<file path="src/hdl/cdfs_map.svh">
`ifndef CDFS_MAP_SVH
`define CDFS_MAP_SVH

// Word index on the Avalon address bus; byte address is four times this
`define CDFS_IDX_CTRL       4'h0
`define CDFS_IDX_START_HI   4'h1
`define CDFS_IDX_START_LO   4'h2
`define CDFS_IDX_WBUF_HI    4'h3
`define CDFS_IDX_WBUF_LO    4'h4
`define CDFS_IDX_END_HI     4'h5
`define CDFS_IDX_END_LO     4'h6
`define CDFS_IDX_MODE       4'h7
`define CDFS_IDX_STATUS     4'h8

// Sequencer control fields
`define CDFS_CTRL_START     7
`define CDFS_CTRL_SEL       3
`define CDFS_CTRL_CMD_HI    2
`define CDFS_CTRL_RESET     8'h00

// Reset values and writable masks of the pointer and buffer registers
`define CDFS_REG16_RESET    16'h0000
`define CDFS_HI_MASK        16'h000F
`define CDFS_FULL_MASK      16'hFFFF

// Mode register: bit 0 set selects data flash programming mode
`define CDFS_MODE_DATA      0

// Status register fields
`define CDFS_ST_BUSY        0
`define CDFS_ST_DONE        1
`define CDFS_ST_FAIL        2
`define CDFS_ST_ILLEGAL     3

// Address steps for range commands, bytes
`define CDFS_STEP_BLOCK     21'h000400
`define CDFS_STEP_WORD      21'h000004
`define CDFS_STEP_BYTE      21'h000001
`define CDFS_BLOCK_MASK     20'hFFC00

// Byte lanes for one code flash word and one data flash byte
`define CDFS_BE_WORD        4'hF
`define CDFS_BE_BYTE        4'h1

`endif

</file>
<file path="src/hdl/cdfs_pkg.sv">
package cdfs_pkg;

    typedef enum logic [2:0] {
        CDFS_CMD_NONE   = 3'h0,
        CDFS_CMD_WRITE  = 3'h1,
        CDFS_CMD_VERIFY = 3'h2,
        CDFS_CMD_BLANK  = 3'h3,
        CDFS_CMD_ERASE  = 3'h4
    } cdfs_cmd_e;

    typedef enum logic [1:0] {
        CDFS_ST_IDLE  = 2'h0,
        CDFS_ST_ISSUE = 2'h1,
        CDFS_ST_WAIT  = 2'h2
    } cdfs_state_e;

endpackage

</file>
<file path="src/hdl/cdfs_wr_if.sv">
`timescale 1ns/1ps
`default_nettype none

interface cdfs_wr_if;
    logic [31:0] data;
    logic [3:0]  be;

    modport src  (output data, be);
    modport sink (input  data, be);
endinterface

`default_nettype wire

</file>
<file path="src/hdl/cdfs_reg16.sv">
`timescale 1ns/1ps
`default_nettype none
`include "cdfs_map.svh"

module cdfs_reg16
    import cdfs_pkg::*;
#(
    parameter logic [15:0] RST  = `CDFS_REG16_RESET,
    parameter logic [15:0] MASK = `CDFS_FULL_MASK
) (
    // Clock and reset
    input  wire logic        clk,
    input  wire logic        rstn,
    // Write port
    input  wire logic        load,
    cdfs_wr_if.sink          wr,
    // Stored value
    output logic      [15:0] q
);

    logic [15:0] merged;

    always_comb begin
        merged[15:8] = wr.be[1] ? wr.data[15:8] : q[15:8];
        merged[7:0]  = wr.be[0] ? wr.data[7:0]  : q[7:0];
    end

    // Masked bits are read-only zero
    always_ff @(posedge clk or negedge rstn) begin
        if (!rstn) begin
            q <= RST;
        end else if (load) begin
            q <= merged & MASK;
        end
    end

endmodule

`default_nettype wire

</file>
<file path="src/hdl/cdfs_sequencer.sv">
`timescale 1ns/1ps
`default_nettype none
`include "cdfs_map.svh"

module cdfs_sequencer
    import cdfs_pkg::*;
(
    // Clock and reset
    input  wire logic        clk,
    input  wire logic        rstn,
    // Avalon-MM register slave
    input  wire logic [3:0]  avs_address,
    input  wire logic        avs_read,
    input  wire logic        avs_write,
    input  wire logic [31:0] avs_writedata,
    input  wire logic [3:0]  avs_byteenable,
    output logic      [31:0] avs_readdata,
    output logic             avs_waitrequest,
    // Flash macro operation port
    output logic             flashReq,
    output logic      [2:0]  flashOp,
    output logic             flashDataArea,
    output logic      [19:0] flashAddr,
    output logic      [31:0] flashWdata,
    output logic      [3:0]  flashByteEn,
    input  wire logic        flashAck,
    input  wire logic        flashFail
);

    cdfs_wr_if wr ();

    logic        busRequest;
    logic        accept;
    logic        wrAccept;
    logic        wrLow;
    logic [31:0] readMux;

    logic        startQ;
    logic        selQ;
    logic [2:0]  cmdQ;
    logic        launchQ;
    logic        modeDataQ;
    logic        doneQ;
    logic        failQ;
    logic        illegalQ;
    logic        failAccQ;

    logic [15:0] startHiQ;
    logic [15:0] startLoQ;
    logic [15:0] endHiQ;
    logic [15:0] endLoQ;
    logic [15:0] wbufHiQ;
    logic [15:0] wbufLoQ;

    logic [19:0] startAddr;
    logic [19:0] endAddr;
    logic [31:0] wbuf;

    cdfs_state_e stateQ;
    logic [19:0] curAddrQ;
    logic [20:0] nextAddr;
    logic [20:0] step;
    logic        legal;
    logic        isWrite;
    logic        lastUnit;
    logic        finish;
    logic        badLaunch;

    assign busRequest = avs_read | avs_write;
    assign accept     = busRequest & ~avs_waitrequest;
    assign wrAccept   = accept & avs_write;
    assign wrLow      = wrAccept & avs_byteenable[0];

    assign wr.data = avs_writedata;
    assign wr.be   = avs_byteenable;

    assign startAddr = {startHiQ[3:0], startLoQ};
    assign endAddr   = {endHiQ[3:0], endLoQ};
    assign wbuf      = {wbufHiQ, wbufLoQ};

    // Bus handshake: one wait cycle, then a single cycle with waitrequest low
    always_ff @(posedge clk or negedge rstn) begin
        if (!rstn) begin
            avs_waitrequest <= 1'b1;
        end else if (busRequest && avs_waitrequest) begin
            avs_waitrequest <= 1'b0;
        end else begin
            avs_waitrequest <= 1'b1;
        end
    end

    always_comb begin
        readMux = 32'h0000_0000;
        case (avs_address)
            `CDFS_IDX_CTRL: begin
                readMux[`CDFS_CTRL_START]  = startQ;
                readMux[`CDFS_CTRL_SEL]    = selQ;
                readMux[`CDFS_CTRL_CMD_HI:0] = cmdQ;
            end
            `CDFS_IDX_START_HI: readMux[15:0] = startHiQ;
            `CDFS_IDX_START_LO: readMux[15:0] = startLoQ;
            `CDFS_IDX_WBUF_HI:  readMux[15:0] = wbufHiQ;
            `CDFS_IDX_WBUF_LO:  readMux[15:0] = wbufLoQ;
            `CDFS_IDX_END_HI:   readMux[15:0] = endHiQ;
            `CDFS_IDX_END_LO:   readMux[15:0] = endLoQ;
            `CDFS_IDX_MODE:     readMux[`CDFS_MODE_DATA] = modeDataQ;
            `CDFS_IDX_STATUS: begin
                readMux[`CDFS_ST_BUSY]    = startQ;
                readMux[`CDFS_ST_DONE]    = doneQ;
                readMux[`CDFS_ST_FAIL]    = failQ;
                readMux[`CDFS_ST_ILLEGAL] = illegalQ;
            end
            default: readMux = 32'h0000_0000;
        endcase
    end

    // Read data is captured in the wait cycle and stands while waitrequest is low
    always_ff @(posedge clk or negedge rstn) begin
        if (!rstn) begin
            avs_readdata <= 32'h0000_0000;
        end else if (avs_read && avs_waitrequest) begin
            avs_readdata <= readMux;
        end
    end

    // Pointer and buffer registers; frozen while a command runs
    cdfs_reg16 #(.RST(`CDFS_REG16_RESET), .MASK(`CDFS_HI_MASK)) uStartHi (
        .clk  (clk),
        .rstn (rstn),
        .load (wrAccept && !startQ && avs_address == `CDFS_IDX_START_HI),
        .wr   (wr),
        .q    (startHiQ)
    );

    cdfs_reg16 #(.RST(`CDFS_REG16_RESET), .MASK(`CDFS_FULL_MASK)) uStartLo (
        .clk  (clk),
        .rstn (rstn),
        .load (wrAccept && !startQ && avs_address == `CDFS_IDX_START_LO),
        .wr   (wr),
        .q    (startLoQ)
    );

    cdfs_reg16 #(.RST(`CDFS_REG16_RESET), .MASK(`CDFS_HI_MASK)) uEndHi (
        .clk  (clk),
        .rstn (rstn),
        .load (wrAccept && !startQ && avs_address == `CDFS_IDX_END_HI),
        .wr   (wr),
        .q    (endHiQ)
    );

    cdfs_reg16 #(.RST(`CDFS_REG16_RESET), .MASK(`CDFS_FULL_MASK)) uEndLo (
        .clk  (clk),
        .rstn (rstn),
        .load (wrAccept && !startQ && avs_address == `CDFS_IDX_END_LO),
        .wr   (wr),
        .q    (endLoQ)
    );

    cdfs_reg16 #(.RST(`CDFS_REG16_RESET), .MASK(`CDFS_FULL_MASK)) uWbufHi (
        .clk  (clk),
        .rstn (rstn),
        .load (wrAccept && !startQ && avs_address == `CDFS_IDX_WBUF_HI),
        .wr   (wr),
        .q    (wbufHiQ)
    );

    cdfs_reg16 #(.RST(`CDFS_REG16_RESET), .MASK(`CDFS_FULL_MASK)) uWbufLo (
        .clk  (clk),
        .rstn (rstn),
        .load (wrAccept && !startQ && avs_address == `CDFS_IDX_WBUF_LO),
        .wr   (wr),
        .q    (wbufLoQ)
    );

    // Control fields; ignored while a command runs
    always_ff @(posedge clk or negedge rstn) begin
        if (!rstn) begin
            selQ <= 1'b0;
            cmdQ <= 3'h0;
        end else if (wrLow && !startQ && avs_address == `CDFS_IDX_CTRL) begin
            selQ <= avs_writedata[`CDFS_CTRL_SEL];
            cmdQ <= avs_writedata[`CDFS_CTRL_CMD_HI:0];
        end
    end

    // Start bit doubles as busy and drops when the command ends
    always_ff @(posedge clk or negedge rstn) begin
        if (!rstn) begin
            startQ <= 1'b0;
        end else if (finish) begin
            startQ <= 1'b0;
        end else if (wrLow && !startQ && avs_address == `CDFS_IDX_CTRL) begin
            startQ <= avs_writedata[`CDFS_CTRL_START];
        end
    end

    always_ff @(posedge clk or negedge rstn) begin
        if (!rstn) begin
            launchQ <= 1'b0;
        end else begin
            launchQ <= wrLow && !startQ && avs_address == `CDFS_IDX_CTRL
                       && avs_writedata[`CDFS_CTRL_START];
        end
    end

    // Programming mode chooses code or data flash for write and erase
    always_ff @(posedge clk or negedge rstn) begin
        if (!rstn) begin
            modeDataQ <= 1'b0;
        end else if (wrLow && !startQ && avs_address == `CDFS_IDX_MODE) begin
            modeDataQ <= avs_writedata[`CDFS_MODE_DATA];
        end
    end

    // Command decode
    always_comb begin
        legal   = 1'b0;
        isWrite = 1'b0;
        case (cmdQ)
            CDFS_CMD_WRITE: begin
                legal   = 1'b1;
                isWrite = 1'b1;
            end
            CDFS_CMD_VERIFY: legal = 1'b1;
            CDFS_CMD_BLANK:  legal = 1'b1;
            CDFS_CMD_ERASE:  legal = 1'b1;
            default:         legal = 1'b0;
        endcase
    end

    // Unit size: 1 KB blocks for erase, a word in code flash, a byte in data flash
    always_comb begin
        if (cmdQ == CDFS_CMD_ERASE) begin
            step = `CDFS_STEP_BLOCK;
        end else if (modeDataQ || selQ) begin
            step = `CDFS_STEP_BYTE;
        end else begin
            step = `CDFS_STEP_WORD;
        end
    end

    assign nextAddr  = {1'b0, curAddrQ} + step;
    assign lastUnit  = isWrite || nextAddr > {1'b0, endAddr};
    assign badLaunch = stateQ == CDFS_ST_IDLE && launchQ && !legal;
    assign finish    = badLaunch || (stateQ == CDFS_ST_WAIT && flashAck && lastUnit);

    always_ff @(posedge clk or negedge rstn) begin
        if (!rstn) begin
            stateQ   <= CDFS_ST_IDLE;
            curAddrQ <= 20'h0_0000;
        end else begin
            case (stateQ)
                CDFS_ST_IDLE: begin
                    if (launchQ && legal) begin
                        stateQ <= CDFS_ST_ISSUE;
                        if (cmdQ == CDFS_CMD_ERASE) begin
                            curAddrQ <= startAddr & `CDFS_BLOCK_MASK;
                        end else begin
                            curAddrQ <= startAddr;
                        end
                    end
                end
                CDFS_ST_ISSUE: stateQ <= CDFS_ST_WAIT;
                CDFS_ST_WAIT: begin
                    if (flashAck) begin
                        if (lastUnit) begin
                            stateQ <= CDFS_ST_IDLE;
                        end else begin
                            stateQ   <= CDFS_ST_ISSUE;
                            curAddrQ <= nextAddr[19:0];
                        end
                    end
                end
                default: stateQ <= CDFS_ST_IDLE;
            endcase
        end
    end

    // One request pulse per unit toward the flash macro
    always_ff @(posedge clk or negedge rstn) begin
        if (!rstn) begin
            flashReq      <= 1'b0;
            flashOp       <= 3'h0;
            flashDataArea <= 1'b0;
            flashAddr     <= 20'h0_0000;
            flashWdata    <= 32'h0000_0000;
            flashByteEn   <= 4'h0;
        end else begin
            flashReq <= stateQ == CDFS_ST_ISSUE;
            if (stateQ == CDFS_ST_ISSUE) begin
                flashOp       <= cmdQ;
                flashDataArea <= modeDataQ || selQ;
                flashAddr     <= curAddrQ;
                if (modeDataQ || selQ) begin
                    flashWdata  <= {24'h00_0000, wbuf[7:0]};
                    flashByteEn <= `CDFS_BE_BYTE;
                end else begin
                    flashWdata  <= wbuf;
                    flashByteEn <= `CDFS_BE_WORD;
                end
            end
        end
    end

    always_ff @(posedge clk or negedge rstn) begin
        if (!rstn) begin
            failAccQ <= 1'b0;
        end else if (launchQ) begin
            failAccQ <= 1'b0;
        end else if (stateQ == CDFS_ST_WAIT && flashAck && flashFail) begin
            failAccQ <= 1'b1;
        end
    end

    // Sticky status, write one to clear; a new event wins over the clear
    always_ff @(posedge clk or negedge rstn) begin
        if (!rstn) begin
            doneQ    <= 1'b0;
            failQ    <= 1'b0;
            illegalQ <= 1'b0;
        end else begin
            if (finish) begin
                doneQ <= 1'b1;
            end else if (wrLow && avs_address == `CDFS_IDX_STATUS
                         && avs_writedata[`CDFS_ST_DONE]) begin
                doneQ <= 1'b0;
            end
            if (finish && !badLaunch && (failAccQ || flashFail)) begin
                failQ <= 1'b1;
            end else if (wrLow && avs_address == `CDFS_IDX_STATUS
                         && avs_writedata[`CDFS_ST_FAIL]) begin
                failQ <= 1'b0;
            end
            if (badLaunch) begin
                illegalQ <= 1'b1;
            end else if (wrLow && avs_address == `CDFS_IDX_STATUS
                         && avs_writedata[`CDFS_ST_ILLEGAL]) begin
                illegalQ <= 1'b0;
            end
        end
    end

endmodule

`default_nettype wire

</file>
<file path="config.mk">
export PLATFORM = sky130hd
export DESIGN_NAME = cdfs_sequencer
export DESIGN_NICKNAME = d
export VERILOG_FILES = /design/src/hdl/cdfs_pkg.sv /design/src/hdl/cdfs_wr_if.sv /design/src/hdl/cdfs_reg16.sv /design/src/hdl/cdfs_sequencer.sv
export VERILOG_INCLUDE_DIRS = /design/src /design/src/hdl
export SDC_FILE = /design/constraint.sdc
export NUM_CORES = 1
export LEC_CHECK = 0
export BUFFER_PORTS_ARGS = -buffer_cell sky130_fd_sc_hd__buf_4
export CORE_ASPECT_RATIO = 1.4
export CORE_MARGIN = 2
export CORE_UTILIZATION = 61
export CTS_CLUSTER_SIZE = 25
export DETAILED_ROUTE_END_ITERATION = 12
export PLACE_DENSITY = 0.88
export SETUP_SLACK_MARGIN = 0.3
export SKIP_CTS_REPAIR_TIMING = 1
export SKIP_LAST_GASP = 1
export SLEW_MARGIN = 25
export SYNTH_ARGS = -nofsm -noshare
export SYNTH_HDL_FRONTEND = slang
export SYNTH_SLANG_ARGS = --single-unit
</file>
<file path="constraint.sdc">
create_clock -name clk -period 8.91 [get_ports clk]
set_clock_uncertainty 0.15 [all_clocks]
set_input_delay 1.782 -clock clk [delete_from_list [all_inputs] [get_ports clk]]
set_output_delay 1.782 -clock clk [all_outputs]
set_load 0.02 [all_outputs]
</file>
# [Word-level counts from Yosys, hierarchy flattened]
# Cells that the tools add are included.
[op_classes] add_sub_neg=1 n_lt_le_gt_ge=1 n_eq_ne=17 muxes=31 bitwise_logic=5 reduce_logical=53
[op_table] operator="$mux W20" n=3
[op_table] operator="$pmux W20 S2" n=1
[op_table] operator="$mux W32" n=1
[op_table] operator="$pmux W8 S4" n=1
[op_table] operator="$logic_and A1 B1 Y1" n=25
[op_table] operator="$pmux W3 S8" n=1
[op_table] operator="$reduce_and A2 Y1" n=11
[op_table] operator="$add A20 B21 Y21" n=1
[op_table] operator="$gt A21 B20 Y1" n=1
[op_table] operator="$eq A4 B3 Y1 const B" n=4
[op_table] operator="$mux W1" n=14
[op_table] operator="$pmux W3 S4" n=1
[op_table] operator="$reduce_bool A2 Y1" n=6
[op_table] operator="$mux W11" n=1
[op_table] operator="$mux W10" n=1
[op_table] operator="$pmux W1 S9" n=1
[op_table] operator="$eq A4 B2 Y1 const B" n=2
[op_table] operator="$eq A3 B2 Y1 const B" n=2
[op_table] operator="$pmux W2 S3" n=1
[op_table] operator="$pmux W1 S5" n=1
[op_table] operator="$eq A4 B1 Y1 const B" n=1
[op_table] operator="$eq A4 B4 Y1 const B" n=1
[op_table] operator="$logic_not A4 Y1" n=1
[op_table] operator="$logic_or A1 B1 Y1" n=4
[op_table] operator="16 further kinds" n=22
[word_totals] ff_bits=183 in_bits=46 out_inout_bits=94 wordCells=137

# [Longest topological paths before layout]
[logic_depth] depth_word=11 mapped_depth=21 mapped_depth_nobuf=19

# [By module]
# From an unflattened synthesis, not the netlist that was laid out.
[unflattened] hier_cells=860 hier_area_um2=9056.2
[modules_own_cells] module="cdfs_sequencer" instances=1 cells_each=680 area_per_inst_um2=6163.4 seq_area_each_um2=2728.9
[modules_own_cells] module="cdfs_reg16 (uEndLo ...)" instances=4 cells_each=34 area_per_inst_um2=593.1 seq_area_each_um2=400.4
[modules_own_cells] module="cdfs_reg16 (uEndHi ...)" instances=2 cells_each=22 area_per_inst_um2=260.2 seq_area_each_um2=100.1

# [Worst setup path before layout]
# No wires, ideal clock.
[synth_path] path_kind="reg2reg" start="reg cmdQ[1]" end="reg curAddrQ[9]" setup_time_ps=101 arrival_time_ps=3829 required_ps=8659 path_slack_ps=4830 stages_incl_launch_ff=21 path_buffers=1 synth_period_minus_slack_ps=4080 path_cell_list="dfrtp_1 > nor2_1 > nand2_1 > clkbuf_1 > inv_1 > nor2_1 > ha_1 > ha_1 > a21oi_1 > o41ai_4 > and2b_1 > nand3_2 > xnor2_2 > ha_1 > a21oi_1 > o221ai_1 > a211oi_1 > a211oi_2 > nor2b_2 > a21bo_2 > o311ai_2"
[synth_via] elab_chain_len=7 elab_cells_between_ends=20 cone_classes="add/sub: 1; order compare: 1; eq/ne: 6; mux: 8; reduce/logical: 4"
[synth_lines] item="from (decl)" line_no="cdfs_sequencer.sv:40" rtl="logic [2:0] cmdQ;"
[synth_lines] item="from (signal assigned)" line_no="cdfs_sequencer.sv:182" rtl="cmdQ <= avs_writedata[`CDFS_CTRL_CMD_HI:0];"
[synth_lines] item="$eq A3 B3 Y1" line_no="cdfs_sequencer.sv:219, cdfs_sequencer.sv:233, cdfs_sequencer.sv:256"
[synth_lines] item="$mux W11" line_no="cdfs_sequencer.sv:233" rtl="if (cmdQ == CDFS_CMD_ERASE) begin"
[synth_lines] item="$add A20 B21 Y21" line_no="cdfs_sequencer.sv:242" rtl="assign nextAddr = {1'b0, curAddrQ} + step;"
[synth_lines] item="$gt A21 B20 Y1" line_no="cdfs_sequencer.sv:243" rtl="assign lastUnit = isWrite || nextAddr > {1'b0, endAddr};"
[synth_lines] item="$logic_or A1 B1 Y1" line_no="cdfs_sequencer.sv:243"
[synth_lines] item="$ne A2 B2 Y1 (no source line)"
[synth_lines] item="$reduce_and A4 Y1 (no source line)"
[synth_lines] item="to (signal assigned)" line_no="cdfs_sequencer.sv:257" rtl="curAddrQ <= startAddr & `CDFS_BLOCK_MASK;"
[synth_lines] item="to (signal assigned)" line_no="cdfs_sequencer.sv:259" rtl="curAddrQ <= startAddr;"
[synth_lines] item="to (signal assigned)" line_no="cdfs_sequencer.sv:270" rtl="curAddrQ <= nextAddr[19:0];"
[synth_lines] item="to (decl)" line_no="cdfs_sequencer.sv:60" rtl="logic [19:0] curAddrQ;"
# Parallel ways exist; a longest one is shown, timed or not. The select of a mux whose other input is x is not followed.
# A chain may end at the register's enable or synchronous reset.

# [Final worst setup path]
[layout_path] start="reg cmdQ[1]" end="reg curAddrQ[18]"
[layout_via] elab_chain_len=7 elab_cells_between_ends=18 cone_classes="add/sub: 1; order compare: 1; eq/ne: 6; mux: 6; reduce/logical: 4"
[layout_lines] item="$eq A3 B3 Y1" line_no="cdfs_sequencer.sv:219, cdfs_sequencer.sv:233"
[layout_lines] item="$mux W11" line_no="cdfs_sequencer.sv:233"
[layout_lines] item="$add A20 B21 Y21" line_no="cdfs_sequencer.sv:242"
[layout_lines] item="$gt A21 B20 Y1" line_no="cdfs_sequencer.sv:243"
[layout_lines] item="$logic_or A1 B1 Y1" line_no="cdfs_sequencer.sv:243"
[layout_lines] item="$ne A2 B2 Y1 (no source line)"
[layout_lines] item="$reduce_and A4 Y1 (no source line)"
# Parallel ways exist; a longest one is shown, timed or not. The select of a mux whose other input is x is not followed.

==> summary.txt <==
Cells after DPL: 1,078
flops & latches, synth: 181
setup repair after global routing missed its margin: false
total clock sinks: 181
Post-Syn Area: 8770 µm²
first-iteration detailed-routing DRC count: 610
worst skew pair latency: 0.44 ns
timing startpoint of the critical path: cmdQ[1]
fraction of the cycle the final worst path needs: 60.6%
required time reported for the critical path endpoint: 9.08 ns
number of CTS-inserted buffers: 17
via density per instance: 6.21
die extent in y: 146 µm
maximum vdd ir drop: 0.114 mV
Core Util, Final: 73.1%
share of async-settable or async-resettable flops after synthesis: 100%
final setup vio count: 0
CP arrival: 5.57 ns
total of max-cap violations: 0
Hold Crit Class: reg2reg
worst setup path class: reg2reg
startpoint types: register
most common cell after layout, fill and taps aside: sky130_fd_sc_hd__dfrtp_1
cell type contributing the most total cell area after synthesis: sky130_fd_sc_hd__dfrtp_1
final RePlAce weighted congestion: 0.928
most prevalent standard cell on the critical path: sky130_fd_sc_hd__ha_1
PnR worst setup slack: 3.51 ns
total area of multi-input combinational cells: 3890 µm²
maximum number of pins on one net before global-route repair: 105
Synth Area per Inst: 10.7 µm²
worst setup slack before clock tree synthesis: 3.82 ns
most frequent cells in the layout: sky130_fd_sc_hd__dfrtp_1, sky130_fd_sc_hd__nand2_1, sky130_fd_sc_hd__buf_4, sky130_fd_sc_hd__mux2_2, sky130_fd_sc_hd__a21oi_1
Final Non-Filler Cells: 1,110
full die area: 15,400 µm²
path depth of the worst reg2reg path: 17
worst-case headroom to the max-slew limit: 36.5%
floorplan die width: 105 µm
number of distinct library cells after synthesis: 68
initial antenna violation count: 0
post-route antenna net violation count: 0
category of the worst setup path capture point: register
largest stage delay on the critical path: 0.75 ns
EDFF count, synth: 0
Pwr Density: 217 nW/µm²
Buf/Inv on CP: 1
nets: 982
fraction of synthesized cell area taken by the top area cell type: 51.3%
R2R Setup Slk: 3.51 ns
cell at the root of the clock tree: sky130_fd_sc_hd__clkbuf_16
layout filler cell count: 914
post-detailed-routing wire length: 22,600 µm
worst flop-to-flop path endpoint: curAddrQ[18]
sequential fraction of the synthesis area: 51.6%
cell depth of the worst min-delay path: 2
depth of the CTS H-tree: 4
average wire per standard cell: 20.4 µm
worst-margin pin slew: 0.947 ns
antenna diode count: 0
router iterations before antenna repair: 6
drc violations: 0
cells along the critical path: nor2_1, nand2_1, inv_1, nor3_1, ha_1, a31oi_1, o41ai_4, and3_4, nand3_2, xnor2_1, ha_1, a21oi_1, o221ai_1, a211oi_1, a211oi_2, o21ai_4, mux2_1
hold worst-path end: flashAddr[4]
via count of the first global-routing pass: 6,919
overflow left after global routing: 0
ports placed on the boundary: 140
gate family responsible for the most delay along the worst path: compound AO/OA/AOI/OAI gates
shortest period the worst path allows: 5.40 ns
Crit Reg-Reg Startpoint: cmdQ[1]
DR vias: 6,891
number of standard cells after synthesis: 822
buffer depth of the longest clock path: 2
Storage cell area: 4530 µm²
wire length of the first global-routing pass: 36,000 µm
status: finished, final reports clean
worst min-delay path startpoint: flashAddr[4]
main flop type after synthesis: sky130_fd_sc_hd__dfrtp_1
number of port buffers: 105
std cell rows: 51
synthesis-to-finish area growth: 16.5%
clock tree from TritonCTS: done
layout cells sized above 1: 25.6%
crit path max fanout: 36
effective utilization at floorplan: 62.8%
biggest area contributors in the synthesized netlist: sky130_fd_sc_hd__dfrtp_1, sky130_fd_sc_hd__mux2_2, sky130_fd_sc_hd__nand2_1
warnings from Yosys: 0
Core Footprint: 14,000 µm²
Final Hold Viols: 0
combined global-route utilization of all metal layers: 30.0%
maximum clock frequency: 185 MHz
accumulated negative setup slack: 0 ns
half-perimeter wire length of the detailed placement result: 15,200 µm
clock transition at the registers of the reported paths: 0.07 ns
leakage power total: 0.00504 µW
Max Slew Vio Count: 0
CP max-delay cell: sky130_fd_sc_hd__o21ai_4
-- worst max-delay path by stage --
stage | end | depth (start not counted)
after CTS | curAddrQ[18] | 16
after global placement | curAddrQ[18] | 18
after detailed placement | curAddrQ[18] | 18
after global routing | curAddrQ[17] | 19
final | curAddrQ[18] | 17
after floorplan | curAddrQ[9] | 20
-- where the power goes --
part,switching [µW],internal (µW),total [µW]
Clock,362,406,768
Combinational,265,185,450
Sequential,94.1,904,998
Total,721,1500,2220
-- metal layers --
metal | up-vias | global-route usage [%] | wire length, µm
met3 | 102 | 4.66 | 1240
met5 | - | 0 | 0
li1 | 3048 | - | -
met4 | 0 | 17.1 | 1340
met2 | 312 | 51.8 | 11800
met1 | 3429 | 35.2 | 8230
-- state kept, by name, indices dropped and copies added, names as in the netlist, 16 cells and up --
signal / flops
uWbufHi.q: 16
uStartLo.q: 16
avs_readdata: 16
uEndLo.q: 16
flashAddr: 20
flashWdata: 32
curAddrQ: 20
uWbufLo.q: 16
-- cell families (layout without fill, tap and decap cells) --
logic type	Yosys count	in the layout	synth area share (%)
XOR/XNOR	18	18	1.88
AO/OA/AOI/OAI	163	163	13.7
other	1	16	0.0427
buffers and inverters	86	174	4.72
flip-flops	181	181	51.6
multiplexers	85	85	10.8
adder cells (fa/ha/maj)	24	24	3.42
AND/OR/NAND/NOR	264	264	13.8
-- per-stage QoR --
| stage | total power, µW | instance area (µm²) | hold slack, ns |
|---|---|---|---|
| finish | 2220 | 10200 | 0.325 |
| floorplan | 1280 | 8830 | 0.295 |
| global route | 2310 | 10200 | 0.351 |
| CTS | 2210 | 10200 | 0.325 |
| detailed placement | 1430 | 9600 | 0.305 |
| global placement | 1410 | 9600 | 0.300 |
-- final cells by class --
cell class                 instances  share of cell area, %
clock inverter                    14                   1.79
timing repair buffer             111                   8.25
inverter                          31                   1.14
sequential                       181                   44.3
multi-input combinational        570                   38.0
clock buffer                      18                   4.20
tap                              185                   2.26
-- worst min-delay path, delay by kind of cell, from the launching register on --
family | cells | cell delay [ns]
DFF | 1 | 0.34
and+or+nand+nor | 2 | 0.10
-- cell usage after synthesis (all sizes together) (14+ instances only) --
master,instances
inv,31
o21ai,33
a21oi,37
buf,33
dfrtp,180
mux2,74
a22o,36
ha,24
a221oi,14
nand2,152
nor2,34
nand3,26
nand2b,14
clkbuf,22
Note: power is estimated with default switching activity, not from simulation.
